`config.mk`:
```
export PLATFORM = sky130hd
export DESIGN_NAME = dlp_cmd_ctrl
export DESIGN_NICKNAME = d
export VERILOG_FILES = /design/src/hdl/dlp_pkg.sv /design/src/hdl/dlp_cmd_ctrl.sv
export SDC_FILE = /design/constraint.sdc
export NUM_CORES = 1
export LEC_CHECK = 0
export BUFFER_PORTS_ARGS = -buffer_cell sky130_fd_sc_hd__buf_2
export CAP_MARGIN = 20
export CORE_ASPECT_RATIO = 0.6
export CORE_MARGIN = 2
export CORE_UTILIZATION = 36
export DETAILED_ROUTE_END_ITERATION = 12
export PLACE_DENSITY = 0.65
export SLEW_MARGIN = 20
export SYNTH_ARGS = -nofsm -noshare
export SYNTH_HDL_FRONTEND = slang
export SYNTH_SLANG_ARGS = --single-unit
```
`constraint.sdc`:
```
create_clock -name mclk -period 2.35 [get_ports mclk]
set_input_delay 0.1175 -clock mclk [delete_from_list [all_inputs] [get_ports mclk]]
set_output_delay 0.1175 -clock mclk [all_outputs]
set_load 0.02 [all_outputs]
```
`src/hdl/dlp_pkg.sv`:
```
// constants for the dual log pot command controller
package dlp_pkg;
	// command byte decode, top two bits
	localparam logic [1:0] CMD_WIPER0 = 2'h0;
	localparam logic [1:0] CMD_WIPER1 = 2'h1;
	localparam logic [1:0] CMD_CONFIG = 2'h2;
	localparam logic [1:0] CMD_RSVD   = 2'h3;
	localparam int         SEL_HI     = 7;
	localparam int         SEL_LO     = 6;
	localparam int         POS_W      = 6;
	// configuration bit positions
	localparam int         CFG_OPT    = 0;
	localparam int         CFG_ZC     = 1;
	localparam int         CFG_STORE  = 2;
	localparam int         CFG_W      = 3;
	// volatile storage, gating on, option one
	localparam logic [2:0] CFG_RESET  = 3'h6;
	// fixed upper bits of the config read-back byte
	localparam logic [1:0] CFG_RD_TAG = 2'h2;
	localparam logic [2:0] CFG_RD_PAD = 3'h0;
	// mute positions of the two tapers
	localparam logic [5:0] MUTE_OPT1  = 6'h3F;
	localparam logic [5:0] MUTE_OPT2  = 6'h21;
	// timebase and gating window
	localparam int         CLK_NS     = 100;
	localparam int         TICK_US    = 1000;
	localparam int         TICK_CYC   = TICK_US * 1000 / CLK_NS;
	localparam int         WIN_MS     = 50;
	localparam int         WIN_TICKS  = WIN_MS * 1000 / TICK_US;
	localparam logic [5:0] WIN_LAST   = 6'(WIN_TICKS);
endpackage

```
`src/hdl/dlp_cmd_ctrl.sv`:
```
// command decode, wiper registers and zero-crossing gating
`timescale 1ns/1ps
// Function
// - one taper option shared by both channels
// - option one: 64 positions, 63 is mute
// - reset selects option one
// - option two: 34 positions, 33 is mute
// - gating opens 50ms window after command
// - watch each channel's terminals for zero
// - gated channel moves at its own crossing
// - window expiry applies pending position anyway
// - gating off applies position at once
// - top bits 00/01 select wiper 0/1
// - top bits 10 write configuration
// - top bits 11 reserved, no action
// - low six bits become wiper position
// - wiper bits 5..0 hold tap position
// - low three bits set configuration
// - config bit 1 enables gating
// - config bit 0 selects taper option
// - bit 2 set: volatile, mute at power-up
// - stop starts nonvolatile commit
module dlp_cmd_ctrl #(
	parameter int TICK_CYC = dlp_pkg::TICK_CYC
) (
	// clock and reset
	input  wire logic       mclk,
	input  wire logic       rst_n,
	// from the serial front end, same clock
	input  wire logic       cmd_valid,
	input  wire logic [7:0] cmd_byte,
	input  wire logic       stop_seen,
	// analog comparators, high equals low terminal
	input  wire logic [1:0] zc_equal,
	// applied tap positions to the ladders
	output logic      [5:0] tap0_pos,
	output logic      [5:0] tap1_pos,
	// read-back bytes for the front end
	output logic      [7:0] wiper0_rd,
	output logic      [7:0] wiper1_rd,
	output logic      [7:0] config_rd,
	// nonvolatile commit request
	output logic            nv_commit
);
	localparam logic [13:0] TICK_LAST = 14'(TICK_CYC - 1);

	function automatic logic [5:0] clamp_pos(input logic [5:0] pos,
	                                         input logic       opt2);
		logic [5:0] mute;
		mute = opt2 ? dlp_pkg::MUTE_OPT2 : dlp_pkg::MUTE_OPT1;
		clamp_pos = (pos > mute) ? mute : pos;
	endfunction

	logic [1:0]  zc_meta_q;
	logic [1:0]  zc_sync_q;
	logic [13:0] div_q,  div_d;
	logic        tick;
	logic [2:0]  cfg_q,  cfg_d;
	logic [5:0]  wip_q  [2];
	logic [5:0]  wip_d  [2];
	logic [5:0]  tap_q  [2];
	logic [5:0]  tap_d  [2];
	logic [5:0]  cnt_q  [2];
	logic [5:0]  cnt_d  [2];
	logic [1:0]  pend_q, pend_d;
	logic [5:0]  pos_q  [2];
	logic [5:0]  pos_d  [2];
	logic        cwait_q, cwait_d;
	logic        commit_q, commit_d;
	logic [1:0]  sel;
	logic        zc_en;

	assign sel   = cmd_byte[dlp_pkg::SEL_HI:dlp_pkg::SEL_LO];
	assign zc_en = cfg_q[dlp_pkg::CFG_ZC];
	assign tick  = (div_q == TICK_LAST);

	// comparator inputs are asynchronous
	always_ff @(posedge mclk) begin
		if (!rst_n) begin
			zc_meta_q <= 2'h0;
			zc_sync_q <= 2'h0;
		end else begin
			zc_meta_q <= zc_equal;
			zc_sync_q <= zc_meta_q;
		end
	end

	always_comb begin
		div_d    = tick ? 14'h0000 : div_q + 14'h0001;
		cfg_d    = cfg_q;
		cwait_d  = cwait_q;
		commit_d = 1'b0;
		pend_d   = pend_q;
		for (int c = 0; c < 2; c++) begin
			wip_d[c] = wip_q[c];
			tap_d[c] = tap_q[c];
			cnt_d[c] = cnt_q[c];
			// pending change: crossing or expiry applies it
			if (pend_q[c]) begin
				if (tick)
					cnt_d[c] = cnt_q[c] + 6'h01;
				if (!zc_en || zc_sync_q[c] ||
				    (tick && cnt_q[c] == dlp_pkg::WIN_LAST - 6'h01)) begin
					tap_d[c]  = wip_q[c];
					pend_d[c] = 1'b0;
				end
			end
		end
		if (cmd_valid) begin
			case (sel)
				dlp_pkg::CMD_WIPER0, dlp_pkg::CMD_WIPER1: begin
					for (int c = 0; c < 2; c++) begin
						if (sel[0] == c[0]) begin
							wip_d[c] = cmd_byte[5:0];
							cnt_d[c] = 6'h00;
							if (zc_en) begin
								pend_d[c] = 1'b1;
							end else begin
								tap_d[c]  = cmd_byte[5:0];
								pend_d[c] = 1'b0;
							end
						end
					end
				end
				dlp_pkg::CMD_CONFIG: begin
					cfg_d = cmd_byte[dlp_pkg::CFG_W-1:0];
				end
				dlp_pkg::CMD_RSVD: begin
					cfg_d = cfg_q;
				end
				default: begin
					cfg_d = cfg_q;
				end
			endcase
		end
		// nonvolatile commit waits for gating to finish
		if (stop_seen && !cfg_q[dlp_pkg::CFG_STORE])
			cwait_d = 1'b1;
		if (cwait_q && pend_q == 2'h0 && !stop_seen) begin
			cwait_d  = 1'b0;
			commit_d = 1'b1;
		end
		for (int c = 0; c < 2; c++)
			pos_d[c] = clamp_pos(tap_q[c],
			                     cfg_q[dlp_pkg::CFG_OPT]);
	end

	always_ff @(posedge mclk) begin
		if (!rst_n) begin
			div_q    <= 14'h0000;
			cfg_q    <= dlp_pkg::CFG_RESET;
			pend_q   <= 2'h0;
			cwait_q  <= 1'b0;
			commit_q <= 1'b0;
			for (int c = 0; c < 2; c++) begin
				wip_q[c] <= dlp_pkg::MUTE_OPT1;
				tap_q[c] <= dlp_pkg::MUTE_OPT1;
				cnt_q[c] <= 6'h00;
				pos_q[c] <= dlp_pkg::MUTE_OPT1;
			end
		end else begin
			div_q    <= div_d;
			cfg_q    <= cfg_d;
			pend_q   <= pend_d;
			cwait_q  <= cwait_d;
			commit_q <= commit_d;
			wip_q    <= wip_d;
			tap_q    <= tap_d;
			cnt_q    <= cnt_d;
			pos_q    <= pos_d;
		end
	end

	assign tap0_pos  = pos_q[0];
	assign tap1_pos  = pos_q[1];
	assign wiper0_rd = {dlp_pkg::CMD_WIPER0, wip_q[0]};
	assign wiper1_rd = {dlp_pkg::CMD_WIPER1, wip_q[1]};
	assign config_rd = {dlp_pkg::CFG_RD_TAG, dlp_pkg::CFG_RD_PAD, cfg_q};
	assign nv_commit = commit_q;
endmodule

```
Word level (Yosys, flattened, before mapping)
Index checks and enable logic that the tools add are counted.
{"block": "word_totals", "ff_bits": 73, "latch_bits": 0, "ramBits": 0, "romBits": 0, "output_inout_bits": 37, "n_memories": 0}
{"block": "classes", "add_sub_neg": 3, "multipliers": 0, "div": 0, "order_cmp": 2, "n_eq_ne": 5, "shifts": 0, "n_mux": 31, "bitwise": 2, "reduce_logical": 20}
{"cell": "6-bit two-way mux", "n": 16}
{"cell": "12-bit two-way mux", "n": 4}
{"cell": "14-bit by 1-bit adder with 14-bit output, second input constant", "n": 1}
{"cell": "14-bit == test, second input constant", "n": 1}
{"cell": "6-bit by 1-bit adder with 6-bit output, second input constant", "n": 2}
{"cell": "6-bit == test, second input constant", "n": 2}
{"cell": "6-bit greater-than comparator", "n": 2}
{"cell": "1-bit two-way mux", "n": 8}
{"cell": "3-bit AND reduction", "n": 2}
{"cell": "2-bit OR reduction", "n": 3}
{"cell": "1-bit logical AND", "n": 5}
{"cell": "5-bit two-way mux", "n": 1}
{"cell": "2-bit zero test", "n": 2}
{"cell": "1-bit logical OR", "n": 4}
{"cell": "2-bit two-way mux", "n": 2}
{"cell": "1-bit zero test", "n": 3}
{"cell": "2-bit by 1-bit == test with 1-bit output, second input constant", "n": 1}
{"cell": "2-bit == test, second input constant", "n": 1}
{"cell": "1-bit inverter", "n": 2}
{"cell": "2-bit AND reduction", "n": 1}

Logic depth before layout (Yosys ltp)
Gate-level depths: netlist (run 1).
{"block": "depth", "word_depth": 9, "depth_mapped": 7, "ltp_nobuf": 6}

Least setup slack after synthesis (run 1)
Ideal clock, no wire load.
{"block": "synth_path", "path_type": "reg-to-reg", "from": "register cfg_q[0]", "to": "register pos_q (netlist bit tap1_pos[1])", "setup_time_ps": 106, "t_arrival_ps": 1863, "required_time_ps": 2244, "setup_slack_ps": 381, "stages_incl_launch_ff": 7, "path_cell_list": "dfxtp_1 ha_1 a21o_1 a21o_1 a21oi_1 o21ai_0 o311ai_0"}
{"block": "synth_between", "elab_chain_cells": 3}
{"element": "start: declaration", "line_no": "dlp_cmd_ctrl.sv:58", "source": "logic [2:0] cfg_q, cfg_d;"}
{"element": "start signal: assignment", "line_no": "dlp_cmd_ctrl.sv:151", "source": "cfg_q <= dlp_pkg::CFG_RESET;"}
{"element": "start signal: assignment", "line_no": "dlp_cmd_ctrl.sv:163", "source": "cfg_q <= cfg_d;"}
{"element": "5-bit two-way mux (*)", "line_no": "dlp_cmd_ctrl.sv:50", "source": "mute = opt2 ? dlp_pkg::MUTE_OPT2 : dlp_pkg::MUTE_OPT1;"}
{"element": "6-bit greater-than comparator", "line_no": "dlp_cmd_ctrl.sv:51", "source": "clamp_pos = (pos > mute) ? mute : pos;"}
{"element": "6-bit two-way mux (*)", "line_no": "dlp_cmd_ctrl.sv:51"}
{"element": "end signal: indexed assignment", "line_no": "dlp_cmd_ctrl.sv:159", "source": "pos_q[c] <= dlp_pkg::MUTE_OPT1;"}
{"element": "end signal: assignment", "line_no": "dlp_cmd_ctrl.sv:170", "source": "pos_q <= pos_d;"}
{"element": "end: declaration", "line_no": "dlp_cmd_ctrl.sv:66", "source": "logic [5:0] pos_q [2];"}
Every way passes the cells marked *; elsewhere a longest branch is shown, timed or not.
A chain may end at the register's enable or synchronous reset.

Worst setup path after layout (run 1)
{"block": "layout_path", "from": "register div_q[0]", "to": "register tap_q[5] in the netlist's numbering"}
{"block": "layout_between", "elab_chain_cells": 9}
{"element": "start: declaration", "line_no": "dlp_cmd_ctrl.sv:56", "source": "logic [13:0] div_q, div_d;"}
{"element": "start signal: assignment", "line_no": "dlp_cmd_ctrl.sv:162", "source": "div_q <= div_d;"}
{"element": "14-bit == test (*)", "line_no": "dlp_cmd_ctrl.sv:75", "source": "assign tick = (div_q == TICK_LAST);"}
{"element": "1-bit logical AND (*)", "line_no": "dlp_cmd_ctrl.sv:103", "source": "(tick && cnt_q[c] == dlp_pkg::WIN_LAST - 6'h01)) begin"}
{"element": "1-bit logical OR (*)", "line_no": "dlp_cmd_ctrl.sv:102", "source": "if (!zc_en || zc_sync_q[c] ||"}
{"element": "6-bit two-way mux (*)", "line_no": "dlp_cmd_ctrl.sv:102"}
{"element": "6-bit two-way mux (*)", "line_no": "dlp_cmd_ctrl.sv:99", "source": "if (pend_q[c]) begin"}
{"element": "6-bit two-way mux", "line_no": "dlp_cmd_ctrl.sv:116", "source": "if (zc_en) begin"}
{"element": "6-bit two-way mux", "line_no": "dlp_cmd_ctrl.sv:113", "source": "if (sel[0] == c[0]) begin"}
{"element": "12-bit two-way mux", "line_no": "dlp_cmd_ctrl.sv:110", "source": "case (sel)"}
{"element": "12-bit two-way mux (*)", "line_no": "dlp_cmd_ctrl.sv:109", "source": "if (cmd_valid) begin"}
{"element": "end signal: indexed assignment", "line_no": "dlp_cmd_ctrl.sv:157", "source": "tap_q[c] <= dlp_pkg::MUTE_OPT1;"}
{"element": "end signal: assignment", "line_no": "dlp_cmd_ctrl.sv:168", "source": "tap_q <= tap_d;"}
{"element": "end: declaration", "line_no": "dlp_cmd_ctrl.sv:61", "source": "logic [5:0] tap_q [2];"}
Marked as above.

==> metrics.yaml, run 1 <==
run_status:
  outcome: "complete, no violations"
final_layout:
  final_nets: 443
  finalNonFillerCells: 536
  num-fill-cells: 906
  drive_above_1_share_pct: 16.67
  syn2layout_area_growth_pct: 17.66
  regArea_um2: 1461
  multi_input_area_um2: 1723
  diodes: 0
  post-route-util_pct: 42.91
sta:
  finClkSkew_ns: 0.008788
  rsz0062_at_grt: "no"
  finalHoldViolCount: 0
  min_period_ns: 2.138
  finalCritPeriodShare_pct: 90.99
  setup_viol: 0
  tns_ns: 0
  slew_viol_final: 0
  max_slew.worst_pin.slew_ns: 0.6505
  timing.slew.headroom_pct: 56.57
  maxClockFrequency_ghz: 0.4677
setup_path:
  cp-end-kind: "flop"
  slowest_delay_ns: 0.49
  crit_chain: "ha_1, and3_1, and4_1, a41oi_4, a221oi_1, o21ai_0"
  rr_startpoint: "div_q[0]$_SDFF_PP0_"
  crit_path_end: "tap_q[5]$_SDFF_PN1_"
  arrival_ns: 2.34
  cp.required_ns: 2.55
  path_max_fanout: 9
  r2r_slack_ns: 0.21
  crit_slowest_cell: "and4_1"
  cp-start-kind: "flop"
  reg2reg_depth: 6
  path_class: "flop to flop"
  startpoint: "div_q[0]$_SDFF_PP0_"
  r2r-end: "tap_q[5]$_SDFF_PN1_"
yosys:
  ys_seq_area_share_pct: 44.26
  ys.flop_type: "dfxtp_1"
  ys_ff_latch: 73
  yosys-top-cells-area: "dfxtp_1, nand2_1, ha_1, nor2_1, and2_1"
  yosys.area.top_type: "dfxtp_1"
  syn-cell-area_um2: 3302
  synthCells: 370
  synth_edf_count: 0
  async_flop_share_pct: 0
  synth.most_common_cell: "dfxtp_1"
  yosysTopAreaCellShare_pct: 44.26
  syn_avg_cell_area_um2: 8.924
  synthTopCellsByCount: "dfxtp_1, nand2_1, nor2_1"
  yosysWarnings: 0
  synth.distinct_cells: 45
clock_network:
  cts_sinks: 73
  htreeDepth: 3
  cts_root_buf: "clkbuf_16"
  path_clk_slew_ns: 0.06
  cts_setup_buffers: 0
  insertion_delay_ns: 0.34
  cts-buffers-inserted: 9
  clk_path_buf_depth: 2
  cts_tree: "yes"
global_routing:
  grt_max_degree: 29
  grt_pass1_vias: 2451
  overflow: 0
  grt_first_pass_wirelength_mm: 12.71
  antenna_found_initial: 0
  gr-usage-all-layers_pct: 16.62
placed_design:
  port_buffers: 41
  place_congestion: 0.8581
  dp.cells: 518
  hpwl_mm: 5.753
route:
  wl_per_cell_um: 14.48
  wirelength_mm: 7.760
  dr_total_vias: 2751
  drtIter0Drc: 212
  vias_per_cell: 5.132
  drc_errors: 0
  firstDrtPassIters: 4
  ant_nets: 0
die:
  die_x_um: 127.6
  start_util_pct: 36.47
  coreArea_um2: 9054
  io_pins: 51
  fp.dieH_um: 78.19
  num_rows: 27
  die_area_um2: 9980
pwr:
  power_frac_comb_pct: 8.2
  p_int_mw: 2.087
  ir_worst_vdd_mv: 0.4930
  netSwitchingPower_uw: 684.5
  seqPwrFrac_pct: 47.1
  power.density_nw_per_um2: 713.3
  leakage_nw: 1.639
  p_clk_share_pct: 44.7
  swShare_pct: 24.70
flow_run:
  cap_viol_max_count: 0
hold_path:
  min_path_type: "input pin to flop"
==> power by group through the flow <==
stage	sequential [mW]	combinational, mW	clock, mW
after floorplan	1.34	0.140	0
after global placement	1.33	0.217	0
after detailed placement	1.33	0.223	0
after CTS	1.30	0.228	1.27
after global routing	1.31	0.253	1.33
final	1.30	0.229	1.24
==> area by class of cell <==
cell class,count,share of cell area [%]
sequential,73,37.62
inverter,5,0.4831
clock inverter,3,0.4509
tap,116,3.736
multi-input combinational,278,44.35
clock buffer,12,6.345
timing repair buffer,49,7.021
==> per-stage QoR <==
step | total power, mW | setup slack [ns] | instance area, µm² | hold WS (ns)
2_1_floorplan | 1.482 | 0.3813 | 3328 | 0.1937
3_3_place_gp | 1.546 | 0.3037 | 3591 | 0.3162
3_5_place_dp | 1.554 | 0.2137 | 3591 | 0.3226
4_1_cts | 2.799 | 0.2089 | 3885 | 0.02943
5_1_grt | 2.887 | 0.003004 | 3885 | 0.04999
6_report | 2.771 | 0.2118 | 3885 | 0.04150
==> flip-flops by register name, summed over array words and instances, names as in the netlist, 2 cells and up <==
register and flops:
cfg_q 3, cnt_q 12, div_q 14, pend_q 2, tap0_pos 6, tap1_pos 6
tap_q 12, wiper0_rd 6, wiper1_rd 6, zc_meta_q 2, zc_sync_q 2
==> how the worst min path moves through the flow <==
stage / startpoint / endpoint / slack (ns) / cells past startpoint
global placement: stop_seen / nv_commit$_SDFF_PN0_ / 0.32 / 2
global route: cmd_byte[3] / wiper1_rd[3]$_SDFFE_PN1P_ / 0.05 / 3
floorplan: stop_seen / nv_commit$_SDFF_PN0_ / 0.19 / 1
finish: cmd_byte[3] / wiper1_rd[3]$_SDFFE_PN1P_ / 0.04 / 3
detailed placement: stop_seen / nv_commit$_SDFF_PN0_ / 0.32 / 2
CTS: cmd_byte[3] / wiper1_rd[3]$_SDFFE_PN1P_ / 0.03 / 3
==> critical path, delay by kind of cell, from the launching register on <==
kind                     cells  cell delay [ns]
adder cells (fa/ha/maj)      1             0.19
AO/OA/AOI/OAI                3             0.71
AND/OR/NAND/NOR              2             0.74
flip-flops                   1             0.35
==> cells in the final DEF, fill, tap and decap left out, types with 2 or more instances in the layout <==
cell type / n
mux2i_1: 2
a21oi_1: 5
and4_1: 2
nor2_1: 42
o21ai_1: 8
inv_1: 5
and2_1: 25
and3_1: 5
nand3_1: 24
nand4_1: 4
buf_2: 41
xnor2_1: 5
clkbuf_1: 2
clkinv_2: 2
conb_1: 9
nand2_1: 44
clkbuf_16: 9
or2_2: 3
nand2b_1: 5
nand3b_1: 2
buf_4: 5
a221oi_1: 12
dlygate4sd3_1: 3
o311ai_0: 8
o21ai_0: 17
xor2_1: 17
dfxtp_1: 73
a21boi_0: 2
ha_1: 13
nor2b_1: 3
a21o_1: 4
nor4bb_1: 2
==> cell families after synthesis <==
logic type,Yosys count,synth area share [%]
AO/OA/AOI/OAI,62,13.64
XOR/XNOR,22,5.835
adder cells (fa/ha/maj),13,4.926
buffers and inverters,26,4.357
flip-flops,73,44.26
multiplexers,2,0.6063
other,2,0.2274
AND/OR/NAND/NOR,170,26.15
==> metal layers <==
metal  vias to the layer above  GRT usage [%]  part of all wire, %
met5                         -              0                    0
met4                         0          5.604                  1.3
met2                       105          20.48                   37
met3                        12          6.748                  9.5
li1                       1363              -                    -
met1                      1271          25.21                   52
==> what timing repair did <==
action / in CTS / in global routing
hold buffers: 3 / 0
hold endpoints to repair: 3 / 0
resized for setup: 0 / 0
setup endpoints to repair: 0 / 0
(Power assumes the default switching activity.)
==> run 2: changes to the inputs <==
GPL_TIMING_DRIVEN = 0   (was unset)
PLACE_DENSITY = unset   (was 0.65)
clock period = 2.54 ns   (was 2.35 ns; I/O delays follow)
==> metrics.yaml, run 2 (synthesized netlist as in run 1, its figures left out) <==
run_status:
  outcome: "complete, no violations"
clock_network:
  cts-buffers-inserted: 9  # unchanged
  cts_tree: "yes"
  htreeDepth: 3  # unchanged
  cts_root_buf: "clkbuf_16"
  cts_resized: 0  # unchanged
  clk_path_buf_depth: 2  # unchanged
  cts_sinks: 73  # unchanged
  cts_hold_buf: 2  # -1
  cts_setup_buffers: 0  # unchanged
  path_clk_slew_ns: 0.06  # about the same
  insertion_delay_ns: 0.33  # about the same
die:
  die_area_um2: 9980  # unchanged
  fp.dieH_um: 78.19  # unchanged
  coreArea_um2: 9054  # unchanged
  die_x_um: 127.6  # unchanged
  io_pins: 51  # unchanged
  num_rows: 27  # unchanged
  start_util_pct: 36.47  # unchanged
setup_path:
  crit_chain: "ha_1, a21o_1, a21o_1, a21oi_1, o21ai_0, o311ai_0"
  reg2reg_depth: 6  # unchanged
  r2r-end: "tap0_pos[3]$_SDFF_PN1_"
  arrival_ns: 2.43  # +0.09 ns
  path_max_fanout: 18  # +9
  rr_startpoint: "cfg_q[0]$_SDFFE_PN0P_"
  r2r_slack_ns: 0.32  # +0.11 ns
  path_common_cell: "a21o_1"
  cp-end-kind: "flop"
  cp-start-kind: "flop"
  crit_slowest_cell: "dfxtp_1"
  slowest_delay_ns: 0.68  # +0.19 ns
  cp.required_ns: 2.76  # +0.21 ns
  path_class: "flop to flop"
final_layout:
  diodes: 0  # unchanged
  regMostFlops: "div_q"
  regArea_um2: 1461  # unchanged
  final_cell_mix: "dfxtp_1, nand2_1, nor2_1, buf_2, and2_1"
  stdcell_area_um2: 4006  # +3.1%
  final_nets: 458  # +3.4%
  largest_reg_flops: 14  # unchanged
  multi_input_area_um2: 1723  # unchanged
  num-fill-cells: 917  # +1.2%
  drive_above_1_share_pct: 18.12  # +1.5 points
  reg_top3: "div_q (14), cnt_q (12), tap_q (12)"
  final_common_cell: "dfxtp_1"
  syn2layout_area_growth_pct: 21.33
route:
  dr_total_vias: 2777  # +0.95%
  ant_nets: 0  # unchanged
  drc_errors: 0  # unchanged
  wirelength_mm: 8.185  # +5.5%
  firstDrtPassIters: 4  # unchanged
  wl_per_cell_um: 14.83  # +2.4%
  drtIter0Drc: 285  # +34%
  vias_per_cell: 5.031  # -2.0%
placed_design:
  placed_area_um2: 3679  # +2.4%
  hpwl_mm: 6.142  # +6.8%
  port_buffers: 41  # unchanged
  place_congestion: 0.7903  # -7.9%
sta:
  max_slew.worst_pin.slew_ns: 0.6628  # +0.01226 ns
  min_period_ns: 2.216  # +0.07752 ns
  rsz0062_at_grt: "no"
  finClkSkew_ns: 0.005230  # -0.003557 ns
  maxClockFrequency_ghz: 0.4513  # -3.5%
  finalCritPeriodShare_pct: 87.23  # -3.8 points
  finalHoldViolCount: 0  # unchanged
  slew_viol_final: 0  # unchanged
  tns_ns: 0  # unchanged
  timing.slew.headroom_pct: 55.48  # -1.1 points
  setup_viol: 0  # unchanged
global_routing:
  overflow: 0  # unchanged
  grt_pass1_vias: 2546  # +3.9%
  grt_max_degree: 19  # -34%
  grt_first_pass_wirelength_mm: 13.46  # +5.9%
  gr-usage-all-layers_pct: 17.19  # +0.57 points
  antenna_found_initial: 0  # unchanged
pwr:
  leakage_nw: 1.702  # +3.9%
  ir_worst_vdd_mv: 0.3764  # -24%
  power.density_nw_per_um2: 679.3  # -4.8%
hold_path:
  holdPathEnd: "zc_meta_q[0]$_SDFF_PN0_"
  hp-start: "zc_equal[0]"
  worstHoldPathCells: 2  # -1
  min_path_type: "input pin to flop"
flow_run:
  cap_viol_max_count: 0  # unchanged
[run 2: changes by cell type in the layout (fill, tap and decap cells not counted)]
cell / previous run / this run
clkbuf_1: 2 / 10
clkinv_4: 0 / 1
bufinv_16: 0 / 1
clkbuf_8: 1 / 2
buf_2: 41 / 42
clkinv_2: 2 / 1
buf_4: 5 / 10
dlygate4sd3_1: 3 / 2
buf_6: 0 / 1
[run 2: final cells by class]
type	count	share of cell area, %
flip-flops and latches	73	36.48
repair buffers	43	5.621
clock buffers	12	6.402
clock inverters	4	1.280
plain buffers	21	3.123
inverters	5	0.4685
multi-input cells	278	43.00
well taps	116	3.623
[run 2: report_power, final]
group / internal [mW] / switching [mW] / total [mW]
Sequential: 1.18 / 0.0267 / 1.20
Combinational: 0.0819 / 0.145 / 0.227
Clock: 0.814 / 0.478 / 1.29
Total: 2.07 / 0.649 / 2.72
[run 2: worst max-delay path, delay by kind of cell, from the launching register on]
kind                       cells  cell delay (ns)
AOI/OAI and AO/OA              5             1.07
DFF                            1             0.68
adders and majority gates      1             0.34
[run 2: routing by layer]
layer / track usage [%] / share of wire [%] / vias up
met5: 0 / 0 / -
met4: 5.055 / 0.26 / 0
met3: 4.908 / 7.9 / 2
met2: 22.14 / 39 / 83
met1: 26.88 / 53 / 1298
li1: - / - / 1394
[run 2: worst max path at each step]
stage,end,cells past startpoint,start
final,tap0_pos[3]$_SDFF_PN1_,6,cfg_q[0]$_SDFFE_PN0P_
after floorplan,tap1_pos[1]$_SDFF_PN1_,6,cfg_q[0]$_SDFFE_PN0P_
after global routing,tap0_pos[2]$_SDFF_PN1_,6,cfg_q[0]$_SDFFE_PN0P_
after global placement,tap1_pos[4]$_SDFF_PN1_,6,cfg_q[0]$_SDFFE_PN0P_
after detailed placement,tap0_pos[3]$_SDFF_PN1_,6,cfg_q[0]$_SDFFE_PN0P_
after CTS,tap1_pos[3]$_SDFF_PN1_,6,cfg_q[0]$_SDFFE_PN0P_
[run 2: stage by stage]
stage               power [mW]  util [%]  worst slack (ns)  hold slack [ns]  std cells
floorplan                1.371         -            0.5713           0.2032        377
global placement         1.444     40.63            0.4455           0.3380        534
detailed placement       1.450     40.63            0.3503           0.3401        534
CTS                      2.747     44.25            0.3331          0.02434        552
global route             2.828     44.25           0.03726          0.02983        552
finish                   2.722     44.25            0.3243          0.03176        552
